--- src/design/branch_skip_shift_pkg.sv ---
// Constants, field layouts, operation codes and carrier structs for the
// jump, call, skip and shift decode block.
// Assumes the surrounding CPU supplies decoded operation class and operands.
// Contract
// RULE1: Jumps go to the effective address; long takes three cycles, short two.
// RULE2: Short call stores program counter plus one at the effective address, two cycles.
// RULE3: Long call stores program counter plus two at the effective address, three cycles.
// RULE4: After either call, execution continues at effective address plus one.
// RULE5: Interrupt during a call waits until one further instruction has run.
// RULE6: In single-step or variable speed, a call runs the next instruction before halting.
// RULE7: Skip field 4 skips on any condition true, 5 on all false.
// RULE8: Nine mask bits: switches 1-4, overflow, A positive, A zero, B zero, X zero.
// RULE9: Skip-any-true skips one word when a selected condition holds, one cycle.
// RULE10: Skip-all-false skips one word only when none holds, one cycle.
// RULE11: Programs should put only a single-word instruction after any skip.
// RULE12: Compare: less continues, equal skips one, greater skips two, three cycles.
// RULE13: Index up adds the 9-bit count to X, skips on zero, overflow untouched, 1.4 cycles.
// RULE14: Index down subtracts the complemented 9-bit field, skips on zero, overflow untouched.
// RULE15: Memory down subtracts one, stores it, skips on zero, four cycles.
// RULE16: Direct shift carries a shift kind field and a 0 to 31 count.
// RULE17: Indexed shift adds low nine bits of X to the instruction's low nine bits.
// RULE18: Shift kinds decode to A, B, A-B pair forms and rotates of A and B.
// RULE19: Comparisons and sign tests treat words as two's complement signed values.
package branch_skip_shift_pkg;

  localparam int WORD_W = 16;
  localparam int MASK_W = 9;

  // Clocks per tenth of a memory cycle; lets 1.4 cycle timing be exact
  localparam logic [4:0] TENTH_CLKS = 5'h10;
  // Durations in tenths of a memory cycle
  localparam logic [5:0] DUR_LONG = 6'h1E;
  localparam logic [5:0] DUR_SHORT = 6'h14;
  localparam logic [5:0] DUR_SKIP = 6'h0A;
  localparam logic [5:0] DUR_MODX = 6'h0E;
  localparam logic [5:0] DUR_MEMDN = 6'h28;
  localparam logic [5:0] DUR_SHIFT = 6'h0A;

  // Instruction word fields
  localparam int Z_LSB = 9;
  localparam int KIND_LSB = 5;
  localparam int COUNT_LSB = 0;
  localparam logic [2:0] Z_ANY = 3'h4;
  localparam logic [2:0] Z_NONE = 3'h5;

  // Condition mask bit positions
  localparam int CC_SW1 = 0;
  localparam int CC_OVF = 4;
  localparam int CC_APOS = 5;
  localparam int CC_AZERO = 6;
  localparam int CC_BZERO = 7;
  localparam int CC_XZERO = 8;

  // Instruction lengths in words
  localparam logic [15:0] LEN_ONE = 16'h0001;
  localparam logic [15:0] LEN_TWO = 16'h0002;

  typedef enum logic [3:0] {
    jump_long, jump_short, call_long, call_short, skip_cond,
    compare_a_skip, compare_b_skip, compare_x_skip,
    index_up_skip_zero, index_down_skip_zero, memory_down_skip_zero,
    shift_direct, shift_indexed
  } op_t;

  typedef enum logic [3:0] {
    asl_a, lsl_a, asr_a, lsr_a, asl_b, lsl_b, asr_b, lsr_b,
    asl_ab, lsl_ab, asr_ab, lsr_ab, rol_a, rol_b, rol_ab, shift_illegal
  } shift_t;

  typedef struct packed {
    op_t op;
    logic [15:0] instr;
    logic [15:0] pc;
    logic [15:0] ea;
    logic [15:0] operand;
  } req_t;

  typedef struct packed {
    logic [15:0] a;
    logic [15:0] b;
    logic [15:0] x;
    logic ovf;
    logic [3:0] switches;
  } cpu_state_t;

  typedef struct packed {
    logic [15:0] next_pc;
    logic mem_we;
    logic [15:0] mem_addr;
    logic [15:0] mem_wdata;
    logic x_we;
    logic [15:0] x_wdata;
    logic shift_valid;
    shift_t shift_kind;
    logic [4:0] shift_count;
  } result_t;

endpackage

--- src/design/branch_skip_shift_decode.sv ---
// Executes jumps, calls, condition skips, compare/modify skips and shift decode.
// Assumes the CPU presents one request at a time with stable register state,
// and pulses other_retired whenever an instruction outside this block retires.
`timescale 1ns/10ps
module branch_skip_shift_decode (
  input wire logic clk,
  input wire logic sys_rst,
  input wire logic req_valid,
  input wire branch_skip_shift_pkg::req_t req,
  input wire branch_skip_shift_pkg::cpu_state_t state,
  input wire logic other_retired,
  output logic req_ready,
  output logic done,
  output branch_skip_shift_pkg::result_t result,
  output logic defer_break
);
  logic busy;
  logic [4:0] div;
  logic [5:0] tenths;
  logic [5:0] dur;
  logic [5:0] next_dur;
  logic hold_pending;
  branch_skip_shift_pkg::req_t cur;
  branch_skip_shift_pkg::result_t next_result;

  // Request acceptance
  wire start = req_valid && !busy;
  wire tick = busy && (div == branch_skip_shift_pkg::TENTH_CLKS - 5'h01);
  wire last_tick = tick && (tenths == dur - 6'h01);
  assign req_ready = !busy;

  // Skip condition test
  wire any_true;
  condition_eval u_cond (
    .mask(req.instr[8:0]),
    .state(state),
    .any_true(any_true)
  );

  // Skip sense; other z codes never skip
  wire [2:0] skip_z = req.instr[branch_skip_shift_pkg::Z_LSB +: 3];
  wire skip_take = (skip_z == branch_skip_shift_pkg::Z_ANY) ? any_true : // see RULE7
                   (skip_z == branch_skip_shift_pkg::Z_NONE) ? !any_true : 1'b0; // see RULE10

  // Signed compare against the selected register
  wire [15:0] cmp_reg = (req.op == branch_skip_shift_pkg::compare_a_skip) ? state.a :
                        (req.op == branch_skip_shift_pkg::compare_b_skip) ? state.b : state.x;
  wire cmp_gt = $signed(cmp_reg) > $signed(req.operand); // see RULE19
  wire cmp_eq = (cmp_reg == req.operand);
  wire [15:0] cmp_words = cmp_gt ? 16'h0002 : (cmp_eq ? 16'h0001 : 16'h0000); // see RULE12

  // Modify results; overflow is never touched by this block
  wire [8:0] imm9 = req.instr[8:0];
  wire [15:0] x_up = 16'(state.x + {7'h00, imm9}); // see RULE13
  wire [15:0] x_dn = 16'(state.x - {7'h00, ~imm9}); // see RULE14
  wire [15:0] mem_dn = 16'(req.operand - 16'h0001); // see RULE15

  // Shift field, indexed form adds X low bits and wraps at nine bits
  wire [8:0] shift_src = (req.op == branch_skip_shift_pkg::shift_indexed) ?
                         9'(req.instr[8:0] + state.x[8:0]) : req.instr[8:0]; // see RULE17
  wire [3:0] kind_code = shift_src[branch_skip_shift_pkg::KIND_LSB +: 4]; // see RULE16
  wire [4:0] count_code = shift_src[branch_skip_shift_pkg::COUNT_LSB +: 5];
  wire [15:0] pc_one = 16'(req.pc + branch_skip_shift_pkg::LEN_ONE);
  wire [15:0] pc_two = 16'(req.pc + branch_skip_shift_pkg::LEN_TWO);
  wire [15:0] ea_one = 16'(req.ea + 16'h0001);

  // Shift kind decode; code 15 has no defined meaning
  branch_skip_shift_pkg::shift_t kind;
  always_comb begin
    unique case (kind_code)
      4'h0: kind = branch_skip_shift_pkg::asl_a; // see RULE18
      4'h1: kind = branch_skip_shift_pkg::lsl_a;
      4'h2: kind = branch_skip_shift_pkg::asr_a;
      4'h3: kind = branch_skip_shift_pkg::lsr_a;
      4'h4: kind = branch_skip_shift_pkg::asl_b;
      4'h5: kind = branch_skip_shift_pkg::lsl_b;
      4'h6: kind = branch_skip_shift_pkg::asr_b;
      4'h7: kind = branch_skip_shift_pkg::lsr_b;
      4'h8: kind = branch_skip_shift_pkg::asl_ab;
      4'h9: kind = branch_skip_shift_pkg::lsl_ab;
      4'hA: kind = branch_skip_shift_pkg::asr_ab;
      4'hB: kind = branch_skip_shift_pkg::lsr_ab;
      4'hC: kind = branch_skip_shift_pkg::rol_a;
      4'hD: kind = branch_skip_shift_pkg::rol_b;
      4'hE: kind = branch_skip_shift_pkg::rol_ab;
      default: kind = branch_skip_shift_pkg::shift_illegal;
    endcase
  end

  // Outcome and duration of the request being accepted
  always_comb begin
    next_result = '0;
    next_result.next_pc = pc_one;
    next_result.mem_addr = req.ea;
    next_result.shift_kind = kind;
    next_result.shift_count = count_code;
    next_dur = branch_skip_shift_pkg::DUR_SKIP;
    unique case (req.op)
      branch_skip_shift_pkg::jump_long: begin
        next_result.next_pc = req.ea; // see RULE1
        next_dur = branch_skip_shift_pkg::DUR_LONG;
      end
      branch_skip_shift_pkg::jump_short: begin
        next_result.next_pc = req.ea; // see RULE1
        next_dur = branch_skip_shift_pkg::DUR_SHORT;
      end
      branch_skip_shift_pkg::call_long: begin
        next_result.mem_we = 1'b1;
        next_result.mem_wdata = pc_two; // see RULE3
        next_result.next_pc = ea_one; // see RULE4
        next_dur = branch_skip_shift_pkg::DUR_LONG;
      end
      branch_skip_shift_pkg::call_short: begin
        next_result.mem_we = 1'b1;
        next_result.mem_wdata = pc_one; // see RULE2
        next_result.next_pc = ea_one; // see RULE4
        next_dur = branch_skip_shift_pkg::DUR_SHORT;
      end
      branch_skip_shift_pkg::skip_cond: begin
        // One word only; a two-word successor would be split (see RULE11)
        next_result.next_pc = skip_take ? pc_two : pc_one; // see RULE9
      end
      branch_skip_shift_pkg::compare_a_skip,
      branch_skip_shift_pkg::compare_b_skip,
      branch_skip_shift_pkg::compare_x_skip: begin
        next_result.next_pc = 16'(pc_two + cmp_words); // see RULE12
        next_dur = branch_skip_shift_pkg::DUR_LONG;
      end
      branch_skip_shift_pkg::index_up_skip_zero: begin
        next_result.x_we = 1'b1;
        next_result.x_wdata = x_up;
        next_result.next_pc = (x_up == 16'h0000) ? pc_two : pc_one; // see RULE13
        next_dur = branch_skip_shift_pkg::DUR_MODX;
      end
      branch_skip_shift_pkg::index_down_skip_zero: begin
        next_result.x_we = 1'b1;
        next_result.x_wdata = x_dn;
        next_result.next_pc = (x_dn == 16'h0000) ? pc_two : pc_one; // see RULE14
        next_dur = branch_skip_shift_pkg::DUR_MODX;
      end
      branch_skip_shift_pkg::memory_down_skip_zero: begin
        next_result.mem_we = 1'b1;
        next_result.mem_wdata = mem_dn; // see RULE15
        next_result.next_pc = (mem_dn == 16'h0000) ? 16'(pc_two + 16'h0001) : pc_two;
        next_dur = branch_skip_shift_pkg::DUR_MEMDN;
      end
      branch_skip_shift_pkg::shift_direct,
      branch_skip_shift_pkg::shift_indexed: begin
        next_result.shift_valid = 1'b1; // see RULE16
        next_dur = branch_skip_shift_pkg::DUR_SHIFT;
      end
    endcase
  end

  // Call in flight or just retired keeps interrupts and halts off
  wire cur_is_call = (cur.op == branch_skip_shift_pkg::call_long) ||
                     (cur.op == branch_skip_shift_pkg::call_short);
  assign defer_break = (busy && cur_is_call) || hold_pending; // see RULE5

  // Latch request and outcome; result changes only at acceptance
  always_ff @(posedge clk or posedge sys_rst) begin
    if (sys_rst) begin
      cur <= '0;
      result <= '0;
      dur <= 6'h01;
    end else if (start) begin
      cur <= req;
      result <= next_result;
      dur <= next_dur;
    end
  end

  // Tenth-cycle divider and elapsed count, restarted per request
  always_ff @(posedge clk or posedge sys_rst) begin
    if (sys_rst) begin
      busy <= 1'b0;
      div <= 5'h00;
      tenths <= 6'h00;
    end else if (start) begin
      busy <= 1'b1;
      div <= 5'h00;
      tenths <= 6'h00;
    end else if (last_tick) begin
      busy <= 1'b0;
    end else if (tick) begin
      div <= 5'h00;
      tenths <= 6'(tenths + 6'h01);
    end else if (busy) begin
      div <= 5'(div + 5'h01);
    end
  end

  // Done pulses in the final clock of the instruction's time
  assign done = last_tick;

  // Pending hold: a retiring call sets it and wins over a clear
  wire next_retire = (done && !cur_is_call) || other_retired;
  always_ff @(posedge clk or posedge sys_rst) begin
    if (sys_rst) begin
      hold_pending <= 1'b0;
    end else if (done && cur_is_call) begin
      hold_pending <= 1'b1; // see RULE6
    end else if (next_retire) begin
      hold_pending <= 1'b0;
    end
  end

  // Helper: clocks since acceptance, for timing checks
  logic [9:0] run_clks;
  always_ff @(posedge clk or posedge sys_rst) begin
    if (sys_rst) begin
      run_clks <= 10'h000;
    end else if (start) begin
      run_clks <= 10'h000;
    end else if (busy) begin
      run_clks <= 10'(run_clks + 10'h001);
    end
  end

  // Helper: skip condition at acceptance
  logic any_q;
  always_ff @(posedge clk or posedge sys_rst) begin
    if (sys_rst) begin
      any_q <= 1'b0;
    end else if (start) begin
      any_q <= any_true;
    end
  end
endmodule

--- src/design/condition_eval.sv ---
// Skip condition evaluator: one test per mask bit, ORed together.
// Assumes register state is stable while the request is presented.
`timescale 1ns/10ps
module condition_eval (
  input wire logic [8:0] mask,
  input wire branch_skip_shift_pkg::cpu_state_t state,
  output logic any_true
);
  logic [8:0] test;
  logic [8:0] hit;

  // Raw tests; A positive means nonzero with sign clear (see RULE19)
  assign test[3:0] = state.switches; // see RULE8
  assign test[branch_skip_shift_pkg::CC_OVF] = state.ovf;
  assign test[branch_skip_shift_pkg::CC_APOS] = !state.a[15] && (state.a != 16'h0000);
  assign test[branch_skip_shift_pkg::CC_AZERO] = (state.a == 16'h0000);
  assign test[branch_skip_shift_pkg::CC_BZERO] = (state.b == 16'h0000);
  assign test[branch_skip_shift_pkg::CC_XZERO] = (state.x == 16'h0000);

  // Only selected tests count; an empty mask selects nothing
  genvar i;
  generate
    for (i = 0; i < branch_skip_shift_pkg::MASK_W; i++) begin : g_hit
      assign hit[i] = mask[i] && test[i]; // see RULE8
    end
  endgenerate

  assign any_true = |hit;
endmodule

--- config.mk ---
export PLATFORM = sky130hd
export DESIGN_NAME = branch_skip_shift_decode
export DESIGN_NICKNAME = d
export VERILOG_FILES = /design/src/design/branch_skip_shift_pkg.sv /design/src/design/branch_skip_shift_decode.sv /design/src/design/condition_eval.sv
export SDC_FILE = /design/constraint.sdc
export NUM_CORES = 1
export LEC_CHECK = 0
export BUFFER_PORTS_ARGS = -buffer_cell sky130_fd_sc_hd__buf_2
export CELL_PAD_IN_SITES_DETAIL_PLACEMENT = 1
export CELL_PAD_IN_SITES_GLOBAL_PLACEMENT = 1
export CORE_MARGIN = 4
export CORE_UTILIZATION = 41
export CTS_CLUSTER_SIZE = 40
export DETAILED_ROUTE_END_ITERATION = 10
export HOLD_SLACK_MARGIN = 0.06
export PLACE_DENSITY = 0.81
export SYNTH_ARGS = -nofsm -noshare
export SYNTH_HDL_FRONTEND = slang
export SYNTH_SLANG_ARGS = --single-unit
--- constraint.sdc ---
create_clock -name clk -period 4.2 [get_ports clk]
set_input_delay 0.63 -clock clk [delete_from_list [all_inputs] [get_ports clk]]
set_output_delay 0.63 -clock clk [all_outputs]
set_load 0.01 [all_outputs]
Yosys cells after proc, flatten, opt, wreduce, memory -nomap -nowiden
Memory sizes are Yosys's and may differ from the RTL's. A register that Yosys moved wholly into a read port is not among the register bits. Cells that the tools add are included. Widths: inputs -> output; s select.

Flip-flop bits (word level): 95. ROM bits: 64. Input port bits: 125. Word-level logic and storage cells: 123. Memories: 1.

Memory list: (no name shown) (words 16, bits a word 4, read ports 1, clocked after memory_dff 1, wr ports 0, RTL line branch_skip_shift_decode.sv:70) `unique case (kind_code)`.

$add $sub $neg: 12. Magnitude comparators: 1. Equal/unequal tests: 20. Mux-type cells: 28. Bitwise gates (word level): 1. Reductions and logical operators: 46.

Operators by type and width (count): $pmux 16 s7 (1); $logic_not 16->1 (6); $mux 16 (6); $add 16x1->16 const B (3); $pmux 16 s3 (1); $pmux 17 s2 (1); $pmux 6 s4 (1); $eq 4x4->1 const B (5); $mux 5 (4); $mux 6 (3); $add 16x2->16 (1); $add 16x2->16 const B (1); $add 16x9->16 (1); $eq 16x16->1 (1); $eq 4x2->1 const B (4); $eq 4x3->1 const B (4); $gt 16x16->1 (1); $logic_and 1x1->1 (16); $reduce_bool 16->1 (1); $sub 16x1->16 const B (1); $sub 16x9->16 (1); $reduce_or 2->1 (5); $add 9x9->9 (1); $mux 1 (9); 20 further kinds (30).

Longest topological paths before layout
Gate-level depths: netlist (run 1).

Depth in word-level cells: 9. Mapped depth: 27. Mapped depth without buffers: 25.

Cells and area by module
Synthesis (run 1) repeated with hierarchy kept, for this count alone.

Cells, all modules: 1266. Area, all modules: 9928.3 um^2.

By module, submodules not included: branch_skip_shift_decode (times used 1, cells an instance 1242, area each 9751.9 um^2); condition_eval (times used 1, cells an instance 24, area each 176.4 um^2).

Worst setup path before layout (run 1)
No wires, ideal clock.

Kind: input -> register. From: input port req[65] in the netlist's numbering. To: register result[71] in the netlist's numbering. Setup time: 0.126 ns. Arrival: 6.323 ns. Required time: 4.074 ns. Path slack: -2.249 ns. Stages: 27. Path buffers: 4. Cell sequence: clkbuf_1 > clkbuf_1 > nor3b_1 > buf_1 > clkbuf_1 > mux2i_1 > o21ai_0 > ha_1 > nor2b_1 > o21a_1 > o21a_1 > o21a_1 > o21a_1 > o21a_1 > o21a_1 > o21ai_0 > a211oi_1 > ha_1 > a21oi_1 > nor2_1 > o2111ai_1 > a2111oi_0 > xnor2_1 > o221ai_1 > a21oi_1 > o21ai_0 > o32a_1.

Longest elaborated chain between the ends: 8. Elaborated cells on any way between the ends: 22. Those cells by class: add/sub (1); order compare (1); eq/ne (11); mux (5); reduce/logical (4).

Ends and longest elaborated chain: start: declaration (RTL line branch_skip_shift_decode.sv:9) `input wire branch_skip_shift_pkg::req_t req,`; branches (longest 7 deep; another with $gt 16x16->1); $pmux 16 s7 (*) (RTL line branch_skip_shift_decode.sv:98) `unique case (req.op)`; end signal: assignment (RTL line branch_skip_shift_decode.sv:168) `result <= next_result;`; end: declaration (RTL line branch_skip_shift_decode.sv:14) `output branch_skip_shift_pkg::result_t result,`.

Mark *: on every way between the ends. A chain may end at the register's enable or synchronous reset.

Worst setup path in the final report (run 1)
From: input port req[67] in the netlist's numbering. To: register result[69] in the netlist's numbering.

Same word-level chain as after synthesis.

==> results.py, run 1 <==
metrics = {
    "detailed_routing": {
        "first_iter_violations": 932,
        "routed_via_density": 6.06,
        "drtAntennaViolNets": 0,
        "drc_errors": 0,
        "finalWirelength_um": 38900,
        "wl_per_cell_um": 22.2,
        "drtPass1Iterations": 5,
        "vias": 10651,
    },
    "pwr": {
        "p_sw_mw": 1.74,
        "swShare_pct": 40.3,
        "p_comb_share_pct": 42.9,
        "leakagePower_nw": 5.33,
        "powerDensity_nw_per_um2": 360,
        "internal-power_mw": 2.57,
        "total_power_mw": 4.31,
        "power_frac_clock_pct": 20.7,
        "power_frac_seq_pct": 36.4,
        "vdd_drop_max_mv": 0.164,
    },
    "sta": {
        "fin_hold_ws_ns": 0.262,
        "drv_slew": 0,
        "fmax_mhz": 203,
        "fin_skew_ns": 0.00995,
        "setup_slack_ns": -0.733,
        "timing.slew.headroom_pct": 30.9,
        "fin_crit_ns": 4.93,
        "rsz0062_at_grt": "true",
        "timing.final.crit_share_pct": 117,
        "worst_slew_pin_slew_ns": 1.03,
        "finalHoldViolations": 0,
        "setup_viol": 14,
    },
    "critical_path": {
        "arrival_ns": 5.18,
        "worstPathRequired_ns": 4.45,
        "rrSetupSlack_ns": 1.48,
        "path_max_fanout": 3,
        "cp_top_family": "compound AO/OA/AOI/OAI gates",
        "r2r_end": "tenths[5]",
        "crit_end": "result[69]",
        "r2r_start": "dur[0]",
        "rr_worst_depth": 10,
        "path_class": "in -> reg",
        "setup.worst_path.start": "req[67]",
        "cp.depth": 26,
        "slowest_delay_ns": 0.35,
        "worst_setup_path_end_kind": "flip-flop",
        "crit_buf_inv": 3,
        "cp_common_cell": "o21a_1",
        "cp_slowest_cell": "o32a_1",
        "cp-start-kind": "input port",
    },
    "cts": {
        "htree_levels": 3,
        "clk_path_buf_depth": 2,
        "cts_tree": "done",
        "hold_buffers": 0,
        "clock_latency_ns": 0.36,
        "clock_sinks": 98,
        "cts_buffers": 9,
        "cts_root_buf": "clkbuf_16",
        "cts.clk_slew.worst_paths_ns": 0.08,
    },
    "floorplanning": {
        "die_y_um": 160,
        "die-area_um2": 25600,
        "core_um2": 22700,
        "ioPinCount": 204,
        "start_util_pct": 41.8,
        "rows": 55,
        "die_w_um": 160,
    },
    "global_route": {
        "grt_pass1_vias": 10875,
        "track_usage_pct": 29.4,
        "met1_usage_pct": 41.3,
        "use_met3_pct": 3.56,
        "grt_util_met2_pct": 47.9,
        "top_usage_layer": "met2",
        "antenna_found_initial": 0,
        "grt_max_degree": 59,
        "grt_pass1_wl_um": 61200,
        "grt.overflow.total": 0,
    },
    "logic_synthesis": {
        "synth.most_common_cell": "nand2_1",
        "syn_nets": 1376,
        "yosysSeqAreaShare_pct": 25.9,
        "yosysTopAreaCellShare_pct": 25.6,
        "synth_top_area_cell": "dfrtp_1",
        "synth.distinct_cells": 82,
        "ys_warn_count": 0,
        "synthTopCellsByCount": "nand2_1 (165), nor2_1 (100), dfrtp_1 (97)",
        "synth_area_um2": 9480,
        "async_reset_ff_share_pct": 100,
        "ys_seq_elements": 98,
        "synth_cells": 1210,
        "synth-edff-count": 0,
        "synthTopCellsByArea": "dfrtp_1 (26%), nand2_1 (6.5%), xnor2_1 (6.2%), ha_1 (5.0%), xor2_1 (4.7%)",
        "postSynthAreaPerCell_um2": 7.84,
        "synth-main-ff-cell": "dfrtp_1",
    },
    "cells_and_area": {
        "final_util_pct": 52.7,
        "syn2layout_area_growth_pct": 26.3,
        "drive_gt1_share_pct": 27.3,
        "layout.nets": 1633,
        "diodes": 0,
    },
    "outcome": {
        "status": "complete, but fails checks",
        "violations": "negative setup slack",
    },
    "placed_design": {
        "pre_cts_slack_ns": -1.35,
        "dp_hpwl_um": 30300,
        "port-buffer-count": 199,
        "gp_congestion": 1.01,
    },
    "worst_hold_path": {
        "hp-class": "in -> async",
    },
    "flow_run": {
        "maxCapViolations": 0,
    },
}
==> per-stage QoR <==
stage / area, um2 / setup TNS [ns] / instances
after floorplan: 9600 / -7.05 / 1210
after global placement: 11400 / -12.35 / 1729
after detailed placement: 11400 / -14.96 / 1729
after CTS: 11900 / -5.12 / 1750
after global routing: 12000 / -9.95 / 1757
final: 12000 / -7.01 / 1757
==> power groups by stage <==
stage	clock network [mW]	registers [mW]	logic, mW
2_1_floorplan	0	1.66	0.879
3_3_place_gp	0	1.56	1.74
3_5_place_dp	0	1.58	1.81
4_1_cts	0.900	1.57	1.84
5_1_grt	0.943	1.62	2.03
6_report	0.893	1.57	1.85
==> cell usage in the layout (no fill, tap or decap), types with 13 or more instances in the layout <==
| cell type | synthesis | final |
|---|---|---|
| a21oi_1 | 63 | 62 |
| o21ai_1 | 7 | 21 |
| buf_4 | 1 | 119 |
| a31oi_1 | 14 | 13 |
| dfrtp_1 | 97 | 97 |
| a21o_1 | 13 | 13 |
| a211oi_1 | 15 | 13 |
| o21a_1 | 14 | 14 |
| inv_1 | 34 | 33 |
| nor3_1 | 30 | 28 |
| and3_1 | 14 | 14 |
| o21ai_0 | 76 | 60 |
| xnor2_1 | 67 | 67 |
| buf_2 | 2 | 198 |
| xor2_1 | 51 | 50 |
| a221oi_1 | 17 | 14 |
| nand4_1 | 22 | 22 |
| nor2_1 | 100 | 97 |
| ha_1 | 38 | 36 |
| nand3_1 | 45 | 44 |
| nor4_1 | 22 | 20 |
| mux2i_1 | 42 | 41 |
| nand2_1 | 165 | 163 |
==> flip-flops by register name, summed over array words and instances, names as in the netlist <==
signal / count
busy: 1
cur: 3
div: 5
dur: 6
hold_pending: 1
result: 76
tenths: 6
==> how the worst min path moves through the flow <==
stage	end	slack, ns	cells after the start	startpoint
final	result[23]	0.26	2	sys_rst
after global routing	result[15]	0.30	2	sys_rst
after CTS	result[23]	0.28	2	sys_rst
after detailed placement	cur[67]	0.46	2	cur[67]
after global placement	result[45]	0.45	2	result[45]
after floorplan	cur[65]	0.44	2	cur[65]
==> cell type report <==
cell class | count | area (um2)
well taps | 285 | 357
clock buffers | 11 | 233
clock inverters | 5 | 61.3
flip-flops and latches | 98 | 2450
inverters | 35 | 134
multi-input cells | 996 | 6720
fillers | 2868 | 10700
repair buffers | 327 | 2010
==> cell families after synthesis <==
logic type	after synthesis	synth area share, %
AO/OA/AOI/OAI	307	21.8
XOR/XNOR	119	11.1
adder cells (fa/ha/maj)	41	5.65
buffers and inverters	116	5.87
flip-flops	98	25.9
multiplexers	44	4.67
AND/OR/NAND/NOR	485	25.1
==> per-layer routing <==
metal,vias to the layer above,part of all wire [%]
met3,62,5.9
li1,4912,-
met4,0,2.4
met2,407,47
met1,5270,45
met5,-,0
==> what timing repair did <==
item                       in CTS  in global routing
cloned                          0                  1
buffers inserted                6                  6
gates resized for setup        40                 12
setup endpoints to repair      14                 15
pin swaps                      38                 14
Note: power is estimated with default switching activity, not from simulation.
==> run 2: changes to the inputs <==
- BUFFER_PORTS_ARGS: -buffer_cell sky130_fd_sc_hd__buf_2 -> not set
- CORE_UTILIZATION: 41 -> 48
- DONT_BUFFER_PORTS: not set -> 1
==> run 2 against run 1 <==
The run still ends with negative setup slack left. Cell area decreased by 13%. Worst setup slack improved by 0.13 ns. Power decreased by 12%. Critical endpoint is now result[73].
==> results.py, run 2 (same netlist as run 1, synthesis figures left out) <==
metrics = {
    "detailed_routing": {
        "wl_per_cell_um": 23.7,
        "vias": 9591,
        "first_iter_violations": 662,
        "drtAntennaViolNets": 0,
        "drc_errors": 0,
        "drtPass1Iterations": 7,
        "finalWirelength_um": 34900,
        "routed_via_density": 6.50,
    },
    "floorplanning": {
        "start_util_pct": 48.7,
        "die_y_um": 149,
        "ioPinCount": 204,
        "die_w_um": 149,
        "die-area_um2": 22100,
        "core_um2": 19500,
        "rows": 51,
    },
    "global_route": {
        "track_usage_pct": 30.9,
        "grt_max_degree": 77,
        "grt.overflow.total": 0,
        "grt_pass1_wl_um": 54200,
        "grt_pass1_vias": 9743,
        "antenna_found_initial": 0,
    },
    "cts": {
        "cts_root_buf": "clkbuf_16",
        "clock_latency_ns": 0.37,
        "htree_levels": 3,
        "cts_buffers": 9,
        "clock_sinks": 98,
        "cts.clk_slew.worst_paths_ns": 0.08,
        "cts_tree": "done",
        "clk_path_buf_depth": 2,
    },
    "critical_path": {
        "r2r_start": "dur[0]",
        "path_max_fanout": 15,
        "path_class": "in -> reg",
        "worst_setup_path_end_kind": "flip-flop",
        "cp_common_cell": "o21a_1",
        "worstPathRequired_ns": 4.48,
        "cp-start-kind": "input port",
        "arrival_ns": 5.09,
        "slowest_delay_ns": 0.31,
        "crit_buf_inv": 2,
        "cp_top_family": "compound AO/OA/AOI/OAI gates",
        "cp_slowest_cell": "ha_1",
        "setup.worst_path.start": "req[66]",
    },
    "pwr": {
        "vdd_drop_max_mv": 0.220,
        "leakagePower_nw": 4.16,
        "powerDensity_nw_per_um2": 363,
    },
    "sta": {
        "setup_viol": 13,
        "timing.slew.headroom_pct": 33.4,
        "rsz0062_at_grt": "true",
        "drv_slew": 0,
        "timing.final.crit_share_pct": 114,
        "fin_crit_ns": 4.80,
        "fmax_mhz": 208,
        "worst_slew_pin_slew_ns": 0.999,
        "setup_slack_ns": -0.603,
        "fin_skew_ns": 0.0107,
        "finalHoldViolations": 0,
    },
    "cells_and_area": {
        "largest_reg_flops": 76,
        "regMostFlops": "result",
        "fin_cells": 1475,
        "largestRegisters": "result x76, dur x6, tenths x6",
        "multiInputGateArea_um2": 6650,
        "fillers": 2429,
        "syn2layout_area_growth_pct": 9.61,
        "layout.nets": 1371,
        "drive_gt1_share_pct": 11.2,
        "postLayoutCellArea_um2": 10400,
        "seq_area_um2": 2450,
        "diodes": 0,
        "most-common-layout-cells": "nand2_1 (163), nor2_1 (97), dfrtp_1 (97)",
        "layout_commonest_cell": "nand2_1",
    },
    "placed_design": {
        "gp_congestion": 0.957,
        "dp.cells": 1447,
        "dp_hpwl_um": 26800,
        "port-buffer-count": 0,
        "placed_area_um2": 9890,
    },
    "outcome": {
        "status": "complete, but fails checks",
        "violations": "negative setup slack",
    },
    "flow_run": {
        "maxCapViolations": 0,
    },
    "worst_hold_path": {
        "hp-class": "in -> async",
    },
}
-- run 2: per-stage QoR --
step | utilization, % | hold slack (ns) | worst slack (ns) | total power, mW | setup TNS [ns]
detailed placement | 50.8 | 0.462 | -1.16 | 2.91 | -12.50
CTS | 53.1 | 0.364 | -0.558 | 3.78 | -5.11
global route | 53.4 | 0.367 | -0.821 | 4.03 | -8.95
floorplan | - | 0.438 | -0.969 | 2.54 | -7.05
finish | 53.4 | 0.358 | -0.603 | 3.77 | -5.82
global placement | 50.8 | 0.451 | -1.00 | 2.84 | -10.12
-- run 2: path summary, 6_finish.rpt --
kind | end | cells after the start | slack [ns]
max | result[73] | 26 | -0.60
min | result[11] | 1 | 0.36
max reg2reg | tenths[5] | 10 | 1.42
min reg2reg | cur[65] | 2 | 0.48
max in group asynchronous | result[35] | 2 | 2.93
min in group clk | result[51] | 2 | 0.36
-- run 2: layout make-up --
| cell class | instances | share of cell area, % |
|---|---|---|
| sequential | 98 | 23.6 |
| clock inverter | 7 | 0.674 |
| inverter | 35 | 1.29 |
| timing repair buffer | 65 | 5.12 |
| multi-input combinational | 996 | 64.0 |
| clock buffer | 9 | 2.17 |
| tap | 265 | 3.19 |
-- run 2: what timing repair did --
| action | 4_1_cts | 5_1_grt |
|---|---|---|
| hold buffers | 0 | 0 |
| resized for setup | 24 | 11 |
| setup endpoints to repair | 14 | 15 |
| buffers inserted | 9 | 4 |
| pin swaps | 28 | 10 |
-- run 2: where the power goes --
group	switching, mW	internal, mW	total (mW)	leakage (nW)
Sequential	0.471	1.31	1.78	1.23
Clock	0.434	0.419	0.853	0.142
Combinational	0.633	0.508	1.14	2.79
-- run 2: metal layers --
metal / wire length (um) / vias up / GRT usage (%)
met2: 16300 / 431 / 50.4
li1: - / 4386 / -
met3: 3100 / 76 / 7.65
met4: 1080 / 0 / 10.2
met1: 14400 / 4698 / 40.4
met5: 0 / - / 0
==> run 3: changes to the inputs <==
--- a/config.mk
+++ b/config.mk
@@ -7,2 +7,3 @@
 export LEC_CHECK = 0
+export BUFFER_PORTS_ARGS = -buffer_cell sky130_fd_sc_hd__buf_2
 export CELL_PAD_IN_SITES_DETAIL_PLACEMENT = 1
@@ -10,8 +11,8 @@
 export CORE_MARGIN = 4
-export CORE_UTILIZATION = 48
+export CORE_UTILIZATION = 42
+export CTS_BUF_LIST = sky130_fd_sc_hd__clkbuf_4
 export CTS_CLUSTER_SIZE = 40
 export DETAILED_ROUTE_END_ITERATION = 10
-export DONT_BUFFER_PORTS = 1
 export HOLD_SLACK_MARGIN = 0.06
-export PLACE_DENSITY = 0.81
+export PLACE_DENSITY = 0.83
 export SYNTH_ARGS = -nofsm -noshare
==> constraint.sdc (replaced) <==
create_clock -name clk -period 4.2 [get_ports clk]
set_input_delay 0.21 -clock clk [delete_from_list [all_inputs] [get_ports clk]]
set_output_delay 0.21 -clock clk [all_outputs]
set_load 0.01 [all_outputs]
==> run 3 against run 2 <==
The run still ends with negative setup slack left. Combinational power up 57%. Clock power down 30%. Maximum frequency up 11%. Critical path type unchanged. Largest power group is now combinational cells. Highest routed layer unchanged.
==> results.py, run 3 (same netlist as run 1, synthesis figures left out) <==
metrics = {
    "outcome": {
        "status": "complete, but fails checks",
        "violations": "negative setup slack",
    },
    "sta": {
        "timing.final.crit_share_pct": 103,
        "fin_hold_ws_ns": 0.0850,
        "fin_crit_ns": 4.32,
        "timing.slew.headroom_pct": 36.9,
        "worst_slew_pin_slew_ns": 0.946,
        "fmax_mhz": 231,
        "finalHoldViolations": 0,
        "setup_slack_ns": -0.121,
        "setup_viol": 6,
        "rsz0062_at_grt": "true",
        "drv_slew": 0,
        "fin_skew_ns": 0.0280,
        "fin_setup_tns_ns": -0.433,
    },
    "detailed_routing": {
        "finalWirelength_um": 37400,
        "drtPass1Iterations": 7,
        "routed_via_density": 6.06,
        "vias": 10421,
        "drtAntennaViolNets": 0,
        "wl_per_cell_um": 21.7,
        "first_iter_violations": 904,
        "drc_errors": 0,
    },
    "floorplanning": {
        "rows": 54,
        "ioPinCount": 204,
        "core_um2": 22000,
        "die-area_um2": 25000,
        "die_w_um": 158,
        "die_y_um": 158,
        "start_util_pct": 43.1,
    },
    "critical_path": {
        "arrival_ns": 4.75,
        "worstPathRequired_ns": 4.63,
        "cp_slowest_cell": "o32a_1",
        "path_max_fanout": 3,
        "setup.worst_path.start": "req[67]",
        "worst_setup_path_end_kind": "flip-flop",
        "path_class": "in -> reg",
        "slowest_delay_ns": 0.35,
        "cp-start-kind": "input port",
        "cp_top_family": "compound AO/OA/AOI/OAI gates",
        "crit_buf_inv": 3,
        "r2r_start": "dur[0]",
        "cp_common_cell": "o21a_1",
    },
    "cells_and_area": {
        "largest_reg_flops": 76,
        "drive_gt1_share_pct": 23.5,
        "syn2layout_area_growth_pct": 22.1,
        "postLayoutCellArea_um2": 11600,
        "fillers": 2798,
        "most-common-layout-cells": "buf_2 (197), nand2_1 (163), dfrtp_1 (97)",
        "fin_cells": 1720,
        "layout_commonest_cell": "buf_2",
        "seq_area_um2": 2450,
        "regMostFlops": "result",
        "multiInputGateArea_um2": 6650,
        "final_util_pct": 52.6,
        "largestRegisters": "result x76, dur x6, tenths x6",
        "layout.nets": 1600,
    },
    "cts": {
        "clk_path_buf_depth": 2,
        "cts_tree": "done",
        "clock_latency_ns": 0.54,
        "htree_levels": 3,
        "cts.clk_slew.worst_paths_ns": 0.17,
        "clock_sinks": 98,
        "cts_buffers": 9,
        "cts_root_buf": "clkbuf_4",
    },
    "placed_design": {
        "port-buffer-count": 199,
        "pre_cts_slack_ns": -0.924,
        "dp_hpwl_um": 28500,
        "gp_congestion": 0.972,
        "placed_area_um2": 10900,
        "dp.cells": 1665,
    },
    "pwr": {
        "total_power_mw": 3.95,
        "vdd_drop_max_mv": 0.178,
        "leakagePower_nw": 5.10,
        "powerDensity_nw_per_um2": 341,
    },
    "flow_run": {
        "maxCapViolations": 0,
    },
    "worst_hold_path": {
        "min_from": "req[66]",
        "hp-class": "in -> reg",
    },
    "global_route": {
        "grt.overflow.total": 0,
        "grt_max_degree": 67,
        "grt_pass1_wl_um": 58600,
        "track_usage_pct": 29.5,
        "antenna_found_initial": 1,
        "grt_pass1_vias": 10495,
    },
}
==> run 3: cell count changes in the layout (fill, tap and decap cells not counted), moves of 2 or more <==
cell           before  now
buf_2               0  197
nor2b_1            12   10
dlygate4sd3_1       0   26
nor2_2              1    3
o21ai_0            62   66
clkbuf_16           9    0
a21oi_1            60   62
clkbuf_4            0    9
a21oi_2             3    1
o21ai_1            20   16
buf_4              58   62
==> run 3: worst paths after layout <==
check	end	slack, ns	depth (start not counted)
hold reg to reg	result[57]	0.49	2
min in group asynchronous	result[22]	0.40	3
max in group asynchronous	result[51]	2.81	4
hold / removal	cur[66]	0.09	4
setup reg to reg	tenths[5]	1.46	10
setup / recovery	result[69]	-0.12	26
==> run 3: area by class of cell <==
type	instances	area share [%]
sequential	98	21.2
clock inverter	7	0.713
clock buffer	9	0.583
antenna	1	0.0216
multi-input combinational	996	57.4
timing repair buffer	294	15.9
inverter	35	1.16
tap	280	3.02
==> run 3: routing by layer <==
metal	wire length [um]	GRT usage [%]	part of all wire [%]
met5	0	0	0
met4	642	6.99	1.7
met3	2650	3.18	7.1
met2	17400	48.3	47
met1	16700	42.1	45
==> run 3: repair_timing <==
action / in CTS / in global routing
buffers inserted: 3 / 11
resized for setup: 14 / 17
hold buffers: 26 / 0
pin swaps: 16 / 19
hold endpoints to repair: 89 / 0
setup endpoints to repair: 6 / 12
==> run 3: tightest hold or removal path, delay by kind of cell <==
kind	cells	cell delay [ns]
buffers and inverters	2	0.24
AND/OR/NAND/NOR	2	0.13
==> run 3: where the power goes <==
part           leakage, nW  switching, mW  internal (mW)
Sequential            1.23          0.258           1.30
Clock               0.0824          0.405          0.193
Combinational         3.79           1.03          0.759
Total                 5.10           1.69           2.26
